$ cat src/logic/chg_pkg.sv
// Constants for the charger control register bank.
// Assumes a single 100 MHz clock domain and an I2C slave in front of it.
package chg_pkg;
  localparam logic [6:0] I2C_ADDR        = 7'h6A;
  localparam logic [7:0] REG_CTRL        = 8'h05;
  localparam logic [7:0] REG_FAST        = 8'h06;
  localparam logic [7:0] REG_INLIM       = 8'h07;
  localparam int         MON_OFF_BIT     = 1;
  localparam int         STANDBY_BIT     = 0;
  localparam int         RESTART_BIT     = 6;
  localparam logic [7:0] CTRL_RST        = 8'h00;
  localparam logic [4:0] CC_RST          = 5'h0A;   // 500mA
  localparam logic [2:0] TMR_RST         = 3'h2;    // 5 hours
  localparam logic [5:0] IL_RST          = 6'h14;   // 500mA
  localparam logic       RESTART_RST     = 1'b0;
  localparam logic [7:0] FAST_RST        = {TMR_RST, CC_RST};
  localparam logic [7:0] INLIM_RST       = {1'b0, RESTART_RST, IL_RST};
  localparam logic [10:0] CC_MIN_MA      = 11'h0FA;
  localparam logic [4:0] CC_FLOOR_CODE   = 5'h05;
  localparam logic [10:0] CC_STEP_MA     = 11'h032;
  localparam logic [10:0] IL_MIN_MA      = 11'h064;
  localparam logic [10:0] IL_BASE_MA     = 11'h0FA;
  localparam logic [5:0] IL_BASE_CODE    = 6'h0A;
  localparam logic [10:0] IL_STEP_MA     = 11'h019;
  localparam logic [5:0] IL_OFF_CODE     = 6'h3F;
  localparam logic [5:0] IL_MAX_CODE     = 6'h3C;
  localparam logic [3:0] TMR_BASE_HRS    = 4'h3;
  localparam logic [10:0] TRIP_PCT       = 11'h05F;
  localparam logic [10:0] PCT_DIV        = 11'h064;

  typedef enum logic [2:0] {
    S_IDLE  = 3'b000,
    S_ADDR  = 3'b001,
    S_REGA  = 3'b011,
    S_WDATA = 3'b010,
    S_RDATA = 3'b110,
    S_SKIP  = 3'b111
  } i2c_state_t;

  // 250mA floor then 50mA per code
  function automatic logic [10:0] ccMilliamp(input logic [4:0] code);
    logic [10:0] steps;
    steps = 11'h000;
    if (code > CC_FLOOR_CODE)
      steps = 11'(code - CC_FLOOR_CODE);
    return 11'(CC_MIN_MA + 11'(steps * CC_STEP_MA));
  endfunction

  // 0 disables, else 3 + code hours
  function automatic logic [3:0] timerHours(input logic [2:0] code);
    return (code == 3'h0) ? 4'h0 : 4'(TMR_BASE_HRS + 4'(code));
  endfunction

  // Unlisted codes 61 and 62 clamp to the top step
  function automatic logic [10:0] ilMilliamp(input logic [5:0] code);
    logic [5:0] c;
    c = (code > IL_MAX_CODE) ? IL_MAX_CODE : code;
    if (c < IL_BASE_CODE)
      return IL_MIN_MA;
    return 11'(IL_BASE_MA + 11'(11'(c - IL_BASE_CODE) * IL_STEP_MA));
  endfunction
endpackage

$ cat src/logic/i2c_edge.sv
// Input conditioner for SCL/SDA: two-stage synchroniser and edge detect.
// Assumes pins are already clean levels sampled on ref_clk.
`timescale 1ns/1ps
module i2c_edge
(
  // Clock and reset
  input  wire logic ref_clk,
  input  wire logic rst,
  // Raw pin
  input  wire logic pinIn,
  // Conditioned outputs
  output logic      level,
  output logic      rise,
  output logic      fall
);
  logic [1:0] syncFf;
  logic [1:0] nxt_syncFf;
  logic       lastFf;
  logic       nxt_lastFf;

  always_comb
  begin
    nxt_syncFf = {syncFf[0], pinIn};
    nxt_lastFf = syncFf[1];
  end

  always_ff @(posedge ref_clk or posedge rst)
  begin
    if (rst)
    begin
      syncFf <= 2'h3;
      lastFf <= 1'b1;
    end
    else
    begin
      syncFf <= nxt_syncFf;
      lastFf <= nxt_lastFf;
    end
  end

  assign level = syncFf[1];
  assign rise  = syncFf[1] & ~lastFf;
  assign fall  = ~syncFf[1] & lastFf;
endmodule // i2c_edge

$ cat src/logic/current_decode.sv
// Registered decode of the current and timer codes into physical targets.
// Assumes codes are stable register outputs.
`timescale 1ns/1ps
module current_decode
  import chg_pkg::*;
(
  // Clock and reset
  input  wire logic        ref_clk,
  input  wire logic        rst,
  // Codes
  input  wire logic [4:0]  ccCode,
  input  wire logic [2:0]  tmrCode,
  input  wire logic [5:0]  ilCode,
  // Targets
  output logic [10:0]      ccMa,
  output logic [3:0]       tmrHours,
  output logic [10:0]      ilMa,
  output logic [10:0]      ilTripMa,
  output logic             ilOff
);
  logic [10:0] nxt_ccMa;
  logic [3:0]  nxt_tmrHours;
  logic [10:0] nxt_ilMa;
  logic [10:0] nxt_ilTripMa;
  logic        nxt_ilOff;
  logic [21:0] prod;

  always_comb
  begin
    nxt_ccMa     = ccMilliamp(ccCode);
    nxt_tmrHours = timerHours(tmrCode);
    nxt_ilMa     = ilMilliamp(ilCode);
    nxt_ilOff    = (ilCode == IL_OFF_CODE);
    prod         = nxt_ilMa * TRIP_PCT;
    nxt_ilTripMa = 11'(prod / 22'(PCT_DIV));
  end

  always_ff @(posedge ref_clk or posedge rst)
  begin
    if (rst)
    begin
      ccMa     <= 11'h000;
      tmrHours <= 4'h0;
      ilMa     <= 11'h000;
      ilTripMa <= 11'h000;
      ilOff    <= 1'b0;
    end
    else
    begin
      ccMa     <= nxt_ccMa;
      tmrHours <= nxt_tmrHours;
      ilMa     <= nxt_ilMa;
      ilTripMa <= nxt_ilTripMa;
      ilOff    <= nxt_ilOff;
    end
  end
endmodule // current_decode

$ cat src/logic/charger_control_registers.sv
// I2C slave and three charger control registers with decoded targets.
// Assumes SCL/SDA levels sampled on ref_clk, SCL well below clock/8.
`timescale 1ns/1ps
module charger_control_registers
  import chg_pkg::*;
(
  // Clock and reset
  input  wire logic        ref_clk,
  input  wire logic        rst,
  // Register reset sources
  input  wire logic        standby_supply_valid,
  input  wire logic        safe_out_power_good,
  // I2C pins, open drain
  input  wire logic        scl,
  input  wire logic        sdaIn,
  output logic             sdaOut,
  output logic             sdaOe,
  // Charger state from the analog side
  input  wire logic        chargeEnable,
  input  wire logic        converterOn,
  input  wire logic        charger_write_protect,
  // Controls
  output logic             input_voltage_monitor_off,
  output logic             usb_low_power_standby,
  output logic             recharge_threshold_select,
  output logic [10:0]      chargeLimitMa,
  output logic [3:0]       fastTimerHours,
  output logic [10:0]      inputLimitMa,
  output logic [10:0]      input_limit_trip,
  output logic             inputLimitOff
);
  // ****************************************
  // Pin conditioning
  // ****************************************
  logic sclLvl, sclRise, sclFall, sdaLvl, sdaRise, sdaFall;

  i2c_edge uSclEdge (.ref_clk(ref_clk), .rst(rst), .pinIn(scl),
                     .level(sclLvl), .rise(sclRise), .fall(sclFall));
  i2c_edge uSdaEdge (.ref_clk(ref_clk), .rst(rst), .pinIn(sdaIn),
                     .level(sdaLvl), .rise(sdaRise), .fall(sdaFall));

  wire startCond = sdaFall & sclLvl;
  wire stopCond  = sdaRise & sclLvl;

  // ****************************************
  // Register-reset event
  // ****************************************
  logic sfoLast_ff, nxt_sfoLast_ff;
  logic regClear;
  always_comb
  begin
    nxt_sfoLast_ff = safe_out_power_good;
    regClear       = ~standby_supply_valid | (safe_out_power_good & ~sfoLast_ff);
  end
  always_ff @(posedge ref_clk or posedge rst)
  begin
    if (rst)
      sfoLast_ff <= 1'b0;
    else
      sfoLast_ff <= nxt_sfoLast_ff;
  end

  // ****************************************
  // I2C slave state machine
  // ****************************************
  i2c_state_t state_ff, nxt_state_ff;
  logic [7:0] shift_ff, nxt_shift_ff;
  logic [3:0] bitCnt_ff, nxt_bitCnt_ff;
  logic [7:0] ptr_ff, nxt_ptr_ff;
  logic       ack_ff, nxt_ack_ff;     // Drive low during ninth bit
  logic       isRead_ff, nxt_isRead_ff;
  logic       drvBit_ff, nxt_drvBit_ff;
  logic       sdaOut_ff, nxt_sdaOut_ff;
  logic       sdaOe_ff, nxt_sdaOe_ff;
  logic       wrStb;
  logic [7:0] wrAddr, wrData;

  logic [1:0] ctrl_ff, nxt_ctrl_ff;
  logic [7:0] fast_ff, nxt_fast_ff;
  logic [6:0] inlim_ff, nxt_inlim_ff;

  function automatic logic [7:0] readReg(input logic [7:0] a);
    unique case (a)
      REG_CTRL:  return {6'h00, ctrl_ff};
      REG_FAST:  return fast_ff;
      REG_INLIM: return {1'b0, inlim_ff};
      default:   return 8'h00;
    endcase
  endfunction

  always_comb
  begin
    nxt_state_ff  = state_ff;
    nxt_shift_ff  = shift_ff;
    nxt_bitCnt_ff = bitCnt_ff;
    nxt_ptr_ff    = ptr_ff;
    nxt_ack_ff    = ack_ff;
    nxt_isRead_ff = isRead_ff;
    nxt_drvBit_ff = drvBit_ff;
    wrStb         = 1'b0;
    wrAddr        = ptr_ff;
    wrData        = shift_ff;
    if (startCond)
    begin
      nxt_state_ff  = S_ADDR;
      nxt_bitCnt_ff = 4'h0;
      nxt_ack_ff    = 1'b0;
      nxt_drvBit_ff = 1'b0;
    end
    else if (stopCond)
    begin
      nxt_state_ff  = S_IDLE;
      nxt_ack_ff    = 1'b0;
      nxt_drvBit_ff = 1'b0;
    end
    else if (sclRise && state_ff != S_IDLE && state_ff != S_SKIP && bitCnt_ff < 4'h8)
    begin
      nxt_shift_ff  = {shift_ff[6:0], sdaLvl};
      nxt_bitCnt_ff = 4'(bitCnt_ff + 4'h1);
    end
    else if (sclRise && bitCnt_ff == 4'h8 && state_ff == S_RDATA)
      nxt_bitCnt_ff = 4'h9;   // Ninth clock seen; master ack is read at the next SCL fall, NACK ends the read
    else if (sclFall && state_ff != S_IDLE && state_ff != S_SKIP)
    begin
      nxt_ack_ff    = 1'b0;
      nxt_drvBit_ff = 1'b0;
      if (bitCnt_ff == 4'h8 && state_ff != S_RDATA)
      begin
        unique case (state_ff)
          S_ADDR:
          begin
            if (shift_ff[7:1] == I2C_ADDR)
            begin
              nxt_ack_ff    = 1'b1;
              nxt_isRead_ff = shift_ff[0];
            end
            else
              nxt_state_ff = S_SKIP;
          end
          S_REGA:
          begin
            nxt_ack_ff = 1'b1;
            nxt_ptr_ff = shift_ff;
          end
          default:
          begin
            nxt_ack_ff = 1'b1;
            wrStb      = 1'b1;
            nxt_ptr_ff = 8'(ptr_ff + 8'h01);
          end
        endcase
        nxt_bitCnt_ff = 4'h9;
      end
      else if (bitCnt_ff == 4'h9)
      begin
        nxt_bitCnt_ff = 4'h0;
        if (state_ff == S_ADDR)
          nxt_state_ff = isRead_ff ? S_RDATA : S_REGA;
        else if (state_ff == S_REGA)
          nxt_state_ff = S_WDATA;
        else if (state_ff == S_RDATA && sdaLvl)
          nxt_state_ff = S_SKIP;
        if (nxt_state_ff == S_RDATA)
        begin
          nxt_shift_ff  = readReg(ptr_ff);
          nxt_drvBit_ff = 1'b1;
          nxt_ptr_ff    = 8'(ptr_ff + 8'h01);
        end
      end
      else if (state_ff == S_RDATA && bitCnt_ff < 4'h8)
        nxt_drvBit_ff = 1'b1;
      if (state_ff == S_RDATA && bitCnt_ff == 4'h8)
        nxt_drvBit_ff = 1'b0;
    end
    // Read bits shift out MSB first; the shift register doubles as output.
    // The shift moves on SCL rise, so the drive is only updated on SCL fall
    // (or START/STOP); otherwise SDA would move while SCL is high.
    nxt_sdaOe_ff  = sdaOe_ff;
    if (startCond || stopCond || sclFall)
      nxt_sdaOe_ff = nxt_ack_ff | (nxt_drvBit_ff & ~nxt_shift_ff[7]);
    nxt_sdaOut_ff = 1'b0;
  end

  always_ff @(posedge ref_clk or posedge rst)
  begin
    if (rst)
    begin
      state_ff  <= S_IDLE;
      shift_ff  <= 8'h00;
      bitCnt_ff <= 4'h0;
      ptr_ff    <= 8'h00;
      ack_ff    <= 1'b0;
      isRead_ff <= 1'b0;
      drvBit_ff <= 1'b0;
      sdaOut_ff <= 1'b0;
      sdaOe_ff  <= 1'b0;
    end
    else
    begin
      state_ff  <= nxt_state_ff;
      shift_ff  <= nxt_shift_ff;
      bitCnt_ff <= nxt_bitCnt_ff;
      ptr_ff    <= nxt_ptr_ff;
      ack_ff    <= nxt_ack_ff;
      isRead_ff <= nxt_isRead_ff;
      drvBit_ff <= nxt_drvBit_ff;
      sdaOut_ff <= nxt_sdaOut_ff;
      sdaOe_ff  <= nxt_sdaOe_ff;
    end
  end

  assign sdaOut = sdaOut_ff;
  assign sdaOe  = sdaOe_ff;

  // ****************************************
  // Register file
  // ****************************************
  always_comb
  begin
    nxt_ctrl_ff  = ctrl_ff;
    nxt_fast_ff  = fast_ff;
    nxt_inlim_ff = inlim_ff;
    if (regClear)
    begin
      nxt_ctrl_ff  = CTRL_RST[1:0];
      nxt_fast_ff  = FAST_RST;
      nxt_inlim_ff = INLIM_RST[6:0];
    end
    else if (wrStb)
    begin
      if (wrAddr == REG_CTRL)
        nxt_ctrl_ff = wrData[1:0];
      // Protected registers ignore I2C writes while locked; regClear still resets them
      if (wrAddr == REG_FAST && !charger_write_protect)
        nxt_fast_ff = wrData;
      if (wrAddr == REG_INLIM && !charger_write_protect)
        nxt_inlim_ff = wrData[6:0];
    end
  end

  always_ff @(posedge ref_clk or posedge rst)
  begin
    if (rst)
    begin
      ctrl_ff  <= CTRL_RST[1:0];
      fast_ff  <= FAST_RST;
      inlim_ff <= INLIM_RST[6:0];
    end
    else
    begin
      ctrl_ff  <= nxt_ctrl_ff;
      fast_ff  <= nxt_fast_ff;
      inlim_ff <= nxt_inlim_ff;
    end
  end

  // ****************************************
  // Control outputs
  // ****************************************
  logic [10:0] ccMa, ilMa, ilTrip;
  logic        ilOffD;
  logic [3:0]  tmrH;

  current_decode uDecode (
    .ref_clk  (ref_clk),
    .rst      (rst),
    .ccCode   (fast_ff[4:0]),
    .tmrCode  (fast_ff[7:5]),
    .ilCode   (inlim_ff[5:0]),
    .ccMa     (ccMa),
    .tmrHours (tmrH),
    .ilMa     (ilMa),
    .ilTripMa (ilTrip),
    .ilOff    (ilOffD)
  );

  logic        monOff_ff, standby_ff, restart_ff, ilOff_ff;
  logic [10:0] chgMa_ff, inMa_ff, trip_ff;
  logic [3:0]  tmr_ff;

  always_ff @(posedge ref_clk or posedge rst)
  begin
    if (rst)
    begin
      monOff_ff  <= 1'b0;
      standby_ff <= 1'b0;
      restart_ff <= 1'b0;
      ilOff_ff   <= 1'b0;
      chgMa_ff   <= 11'h000;
      inMa_ff    <= 11'h000;
      trip_ff    <= 11'h000;
      tmr_ff     <= 4'h0;
    end
    else
    begin
      monOff_ff  <= ctrl_ff[MON_OFF_BIT];
      standby_ff <= ctrl_ff[STANDBY_BIT];
      restart_ff <= inlim_ff[RESTART_BIT];
      chgMa_ff   <= chargeEnable ? ccMa : 11'h000;
      tmr_ff     <= tmrH;
      inMa_ff    <= converterOn ? ilMa : 11'h000;
      trip_ff    <= converterOn ? ilTrip : 11'h000;
      ilOff_ff   <= ilOffD;
    end
  end

  assign input_voltage_monitor_off = monOff_ff;
  assign usb_low_power_standby     = standby_ff;
  assign recharge_threshold_select = restart_ff;
  assign chargeLimitMa             = chgMa_ff;
  assign fastTimerHours            = tmr_ff;
  assign inputLimitMa              = inMa_ff;
  assign input_limit_trip          = trip_ff;
  assign inputLimitOff             = ilOff_ff;

  // ****************************************
  // Checks
  // ****************************************
  a_ctrl_defaults: assert property (@(posedge ref_clk) disable iff (rst)
    regClear |=> ctrl_ff == 2'h0 && fast_ff == FAST_RST)
    else $error("registers not defaulted");
  a_protect_hold: assert property (@(posedge ref_clk) disable iff (rst)
    charger_write_protect && !regClear |=> $stable(fast_ff))
    else $error("protected register changed");
  a_monitor_follow: assert property (@(posedge ref_clk) disable iff (rst)
    ##1 input_voltage_monitor_off == $past(ctrl_ff[1]))
    else $error("monitor control mismatch");
  a_standby_follow: assert property (@(posedge ref_clk) disable iff (rst)
    ##1 usb_low_power_standby == $past(ctrl_ff[0]))
    else $error("standby control mismatch");
  a_charge_gate: assert property (@(posedge ref_clk) disable iff (rst)
    !chargeEnable |=> chargeLimitMa == 11'h000)
    else $error("charge limit while disabled");
  a_cc_floor: assert property (@(posedge ref_clk) disable iff (rst)
    (fast_ff[4:0] <= 5'h05) ##1 chargeEnable |=> chargeLimitMa == 11'h0FA)
    else $error("charge floor wrong");
  a_timer_off: assert property (@(posedge ref_clk) disable iff (rst)
    fast_ff[7:5] == 3'h0 && $stable(fast_ff) |=> ##1 fastTimerHours == 4'h0)
    else $error("timer not disabled");
  a_trip_below: assert property (@(posedge ref_clk) disable iff (rst)
    input_limit_trip <= inputLimitMa)
    else $error("trip above target");
  a_ack_addr: assert property (@(posedge ref_clk) disable iff (rst)
    state_ff == S_ADDR && sclFall && bitCnt_ff == 4'h8 && shift_ff[7:1] != I2C_ADDR
      |=> !sdaOe)
    else $error("acked wrong address");
  a_sda_quiet: assert property (@(posedge ref_clk) disable iff (rst)
    !(startCond || stopCond || sclFall) |=> $stable(sdaOe))
    else $error("SDA drive moved outside SCL low");
  c_write_fast: cover property (@(posedge ref_clk) wrStb && wrAddr == REG_FAST);
  c_read: cover property (@(posedge ref_clk) state_ff == S_RDATA);
  c_sfo_reset: cover property (@(posedge ref_clk) regClear && standby_supply_valid);
endmodule // charger_control_registers

$ cat config.mk
export PLATFORM = sky130hd
export DESIGN_NAME = charger_control_registers
export DESIGN_NICKNAME = d
export VERILOG_FILES = /design/src/logic/chg_pkg.sv /design/src/logic/i2c_edge.sv /design/src/logic/current_decode.sv /design/src/logic/charger_control_registers.sv
export SDC_FILE = /design/constraint.sdc
export NUM_CORES = 1
export LEC_CHECK = 0
export ABC_AREA = 1
export BUFFER_PORTS_ARGS = -buffer_cell sky130_fd_sc_hd__buf_2
export CAP_MARGIN = 30
export CORE_ASPECT_RATIO = 1.4
export CORE_MARGIN = 2
export CORE_UTILIZATION = 25
export DETAILED_ROUTE_END_ITERATION = 6
export PLACE_DENSITY = 0.42
export SYNTH_ARGS = -nofsm -noshare
export SYNTH_HDL_FRONTEND = slang
export SYNTH_HIERARCHICAL = 1
export SYNTH_SLANG_ARGS = --single-unit
$ cat constraint.sdc
create_clock -name ref_clk -period 17.1 [get_ports ref_clk]
set_input_delay 0 -clock ref_clk [delete_from_list [all_inputs] [get_ports ref_clk]]
set_output_delay 0 -clock ref_clk [all_outputs]
set_load 0.01 [all_outputs]
Word level (Yosys, flattened, before mapping):

Cells that the tools add are included.

* divide/modulo/power cells: 1
* reduce and logical (&&, ||, !) cells: 40
* order comparisons: 4
* bitwise gates (word level): 21
* muxes and demuxes: 83
* multipliers: 3
* add/subtract/negate cells: 7
* equality and inequality tests: 21

Operator list (number)
* 8-bit two-way mux: 14
* 11-bit two-way mux: 6
* 3-bit two-way mux: 20
* 4-bit two-way mux: 8
* 1-bit two-way mux: 26
* 8-bit by 3-bit == test with 1-bit output (second input constant): 3
* 8-bit case mux with 3 select lines: 1
* 8-bit by 11-bit adder with 11-bit output (first input constant): 2
* 18-bit by 7-bit divider with 22-bit output (second input constant): 1
* 7-bit two-way mux: 3
* 11-bit by 7-bit multiplier with 18-bit output (second input constant): 1
* 2-bit nonzero test: 9
* 8-bit case mux with 2 select lines: 1
* 8-bit AND reduction: 2
* 1-bit logical AND: 13
* 3-bit inequality test (second input constant): 4
* 11-bit by 5-bit multiplier with 10-bit output (second input constant): 1
* 11-bit by 5-bit multiplier with 11-bit output (second input constant): 1
* 1-bit NOT: 11
* 8-bit by 1-bit adder with 8-bit output (second input constant): 1
* 1-bit bitwise AND: 8
* 4-bit == test (second input constant): 2
* 2-bit inequality test (second input constant): 4
* 4-bit nonzero test: 2
* 28 further kinds: 36

* output and inout port bits: 43
* register bits: 130
* word-level logic and storage cells: 210
* input port bits: 9

Depth between registers and ports, before layout:

* word-level depth: 24
* mapped depth: 98
* depth with buffers taken out: 97

By module:

The synthesis kept the hierarchy.

Modules (own cells, without submodules)
* current_decode: instances 1, seq. area each 925.9 um2, cells an instance 918, area an instance 6448.7 um2
* charger_control_registers: instances 1, seq. area each 2158.3 um2, cells an instance 458, area an instance 3958.8 um2
* i2c_edge: instances 2, seq. area each 78.8 um2, cells an instance 8, area an instance 97.6 um2

Worst setup path after synthesis:

OpenSTA, ideal clock, no wires.

* path kind: flip-flop to flip-flop
* start point: reg inlim_ff[2]
* end point: reg uDecode.ilTripMa[0]
* data arrival time: 11.897 ns
* required time: 16.980 ns
* setup slack: 5.083 ns
* library setup time: 0.120 ns
* period minus slack after synthesis: 12.017 ns
* buffers on the path: 1
* cell stages (with the launch flop): 86
* cells stage by stage: dfstp_2 > clkbuf_1 > inv_1 > nor4_1 > nor2_1 > inv_1 > ha_1 > nand2_1 > nand2_1 > inv_1 > fa_1 > inv_1 > ha_1 > inv_1 > fa_1 > inv_1 > ha_1 > inv_1 > (+50 left out) > nand2_1 > nor2_2 > nand2_1 > nand2_2 > nand2_2 > nand4_2 > nand2_2 > nand2_2 > nand2_1 > nand2_1 > nor2_2 > nand2_2 > nand2_2 > nand2_1 > nand2_1 > inv_1 > nand3_1 > nand2_1

* word-level cells in the longest chain between the ends: 8
* elaborated cells between the ends (all ways): 10
* classes of those cells: add/sub: 2; mul: 2; div: 1; order compare: 2; mux: 3

RTL lines
* from (decl): RTL line charger_control_registers.sv:80 `logic [6:0] inlim_ff, nxt_inlim_ff;`
* from (signal assigned): RTL line charger_control_registers.sv:247 `inlim_ff <= INLIM_RST[6:0];`
* from (signal assigned): RTL line charger_control_registers.sv:253 `inlim_ff <= nxt_inlim_ff;`
* 6-bit greater-than comparator: RTL line chg_pkg.sv:57 `c = (code > IL_MAX_CODE) ? IL_MAX_CODE : code;`
* 6-bit two-way mux *: RTL line chg_pkg.sv:57
* 6-bit by 4-bit subtractor with 7-bit output: RTL line chg_pkg.sv:60 `return 11'(IL_BASE_MA + 11'(11'(c - IL_BASE_CODE) * IL_STEP_MA));`
* 11-bit by 5-bit multiplier with 11-bit output: RTL line chg_pkg.sv:60
* 8-bit by 11-bit adder with 11-bit output: RTL line chg_pkg.sv:60
* 11-bit two-way mux *: RTL line chg_pkg.sv:60
* via uDecode.nxt_ilMa[8]: RTL line current_decode.sv:23 `logic [10:0] nxt_ilMa;`
* 11-bit by 7-bit multiplier with 18-bit output *: RTL line current_decode.sv:34 `prod = nxt_ilMa * TRIP_PCT;`
* 18-bit by 7-bit divider with 22-bit output *: RTL line current_decode.sv:35 `nxt_ilTripMa = 11'(prod / 22'(PCT_DIV));`
* via uDecode.nxt_ilTripMa[0]: RTL line current_decode.sv:24 `logic [10:0] nxt_ilTripMa;`
* to (signal assigned): RTL line current_decode.sv:53 `ilTripMa <= nxt_ilTripMa;`
* to (decl): RTL line current_decode.sv:18 `output logic [10:0] ilTripMa,`

The timed path passes the listed nets; every way through them passes the cells marked *.
A chain may end at the register's enable or synchronous reset.

Worst setup path after layout:

Ends and elaborated chain as after synthesis.

==> results.md <==
- Mapped Cells: 1392
- Post-CTS setup buffers: 0
- Largest net degree at the start of global routing: 60
- Die Footprint: 0.0441 mm2
- Fin nets: 1599
- Drt pass-1 iters: 5
- DRC violations left: 0
- Syn nets: 1528
- Grt total ovfl: 0
- IO Port Bufs: 50
- Critical Path Fanout Max: 9
- CP Launch Type: flip-flop
- Most used flip-flop cell after synthesis: dfrtp_1
- Status: complete, no violations
- Die Ht: 248 um
- Worst path required time: 17.42 ns
- Sum Neg Setup Slack: 0 ns
- Max incr delay on CP: 0.70 ns
- Global placement routability congestion: 0.845
- CTS Buffer Depth: 2
- First-pass GRT wire length: 44.5 mm
- Vias in the first global route: 8881
- Clk_lat worst skew: 0.44 ns
- FP Rows: 89
- GRT Resource Usage Total: 12.7%
- Commonest cells post-synth: nand2_1, inv_1, dfrtp_1
- Final setup fails: 0
- CTS tree: yes
- Core area: 0.0420 mm2
- Layout cells sized above 1: 15.2%
- Final Skew: 0.0132 ns
- Crit Path Class: flip-flop to flip-flop
- Synthesized cell area: 0.0106 mm2
- Initial antenna violation count: 0
- Vias: 8649
- Final Hold Viols: 0
- YS warnings: 6
- Post-synth top area cell: dfrtp_1
- CTS root buf: clkbuf_16
- Cell variety after synth: 51
- CP arrival: 13.93 ns
- Vias per cell: 4.28
- Max cap viols: 0
- Final slew viol count: 0
- Fin area: 0.0122 mm2
- Worst hold path class: input port to flip-flop
- Die width: 178 um
- Max-slew headroom: 38.9%
- Yosys reg bits: 129
- CTS H-tree lvls: 4
- Sequential fraction of the synthesis area: 30.6%
- Asr flop ratio synth: 100%
- Synth area leaders: dfrtp_1, nand2_1, ha_1
- Post-synth top area share: 27.8%
- DRT Wirelength: 26.0 mm
- Initial drt markers: 368
- Clock transition at the registers of the reported paths: 0.07 ns
- Final Util: 29.0%
- Fill cell count: 4538
- Number of routed nets with antenna violations: 0
- RSZ-0062 raised after global routing: false
- DR WL/cell: 12.9 um
- Initial Utilization: 25.3%
- Count leader, synth: nand2_1
- Hold_ws: 0.0605 ns
- Num ports: 52
- Number of synthesized flops with an enable pin: 0
- Final HPWL DP: 21.0 mm
- Synthesis-to-layout area growth: 14.7%
- Cts bufs inserted: 17
- Crit end category: flip-flop
- Worst slew pin tran: 0.909 ns
- Fmax: 0.0735 GHz
- Tmin final: 13.61 ns
- Ant. Diodes: 0
- Avg Inst Size Synth: 7.62 um2
- Fin crit share: 79.6%
- Area after DPL: 0.0115 mm2
- CTS Sinks: 129
- CP dominant cell by count: nand2_1
- CP max-delay cell: nor3_1
==> critical path: cells and delay by family, from the launching register on <==
family / cells / cell delay (ns)
adder cells (fa/ha/maj): 10 / 3.97
flip-flops: 1 / 0.63
AO/OA/AOI/OAI: 1 / 0.24
buffers and inverters: 10 / 0.98
AND/OR/NAND/NOR: 54 / 7.45
XOR/XNOR: 1 / 0.17
==> state kept, by name, summed over array words and instances (netlist names), 8 cells and up <==
signal / flops
inputLimitMa: 11
uDecode/ilMa: 11
input_limit_trip: 11
chargeLimitMa: 11
fast_ff: 8
uDecode/ccMa: 10
uDecode/ilTripMa: 11
ptr_ff: 8
shift_ff: 8
==> layout make-up <==
| class | count | area, um2 | area share, % |
|---|---|---|---|
| multi-input combinational | 961 | 6210 | 51.0 |
| sequential | 129 | 3240 | 26.7 |
| inverter | 292 | 1100 | 9.03 |
| tap | 546 | 683 | 5.62 |
| clock buffer | 17 | 425 | 3.50 |
| timing repair buffer | 62 | 368 | 3.03 |
| clock inverter | 15 | 135 | 1.11 |
==> layout by cell type (no fill, tap or decap), types with 6 or more instances in the layout <==
master,netlist,layout
o21ai_1,15,15
dfstp_2,11,11
nand2_1,329,329
dlygate4sd3_1,0,6
xnor2_1,14,14
nor2_4,6,6
inv_2,25,26
nor3_1,12,12
nand4_1,27,27
nand3_2,7,7
nor2_1,95,95
nand2_2,38,38
nand3_1,90,90
clkbuf_16,0,17
ha_1,84,84
o211ai_1,6,6
o21ai_0,54,54
fa_1,43,43
dfrtp_1,118,118
a21oi_1,46,46
inv_1,266,264
nand2_4,11,11
xor2_1,17,17
a31oi_1,8,8
nor2_2,11,11
buf_2,1,50
==> path summary, 6_finish.rpt <==
kind / start / endpoint / slack [ns] / cells after the start
setup / recovery: inlim_ff[2]$_DFFE_PP1P_ / uDecode/ilTripMa[0]$_DFF_PP0_ / 3.49 / 76
hold / removal: converterOn / inputLimitMa[10]$_DFF_PP0_ / 0.06 / 3
setup reg to reg: inlim_ff[2]$_DFFE_PP1P_ / uDecode/ilTripMa[0]$_DFF_PP0_ / 3.49 / 76
hold reg to reg: uDecode/ilOff$_DFF_PP0_ / inputLimitOff$_DFF_PP0_ / 0.35 / 0
max in group asynchronous: rst / bitCnt_ff[0]$_DFFE_PP0P_ / 15.81 / 4
min in group asynchronous: rst / fastTimerHours[3]$_DFF_PP0_ / 0.14 / 3
==> metrics by stage <==
step	setup WS (ns)	cells
global route	1.91	2022
CTS	3.36	2021
global placement	3.60	1982
floorplan	5.08	1392
detailed placement	3.42	1983
finish	3.49	2022
==> cells by family (layout without fill, tap and decap cells) <==
logic type | Yosys count | in the layout | share of synthesized area, %
compound gates | 147 | 147 | 7.94
buf+inv | 302 | 386 | 10.9
flops | 129 | 129 | 30.6
xor+xnor | 31 | 31 | 2.56
other cells | 2 | 2 | 0.0708
simple gates | 654 | 654 | 29.9
fa+ha+maj | 127 | 127 | 18.0
==> repair_timing <==
action	in CTS	in global routing
resized for setup	0	0
endpoints found under the hold margin	91	0
hold buffers	6	0
==> metal layers <==
metal	GRT usage [%]	vias up	part of all wire, %
met5	0	-	0
met4	4.80	0	2.2
met3	1.62	36	1.9
met2	23.9	99	53
met1	14.5	4022	43
li1	-	4492	-
Power is left out: the tool's default activity adds up to more than one toggle a clock period on the data nets, which glitch-free logic cannot reach.
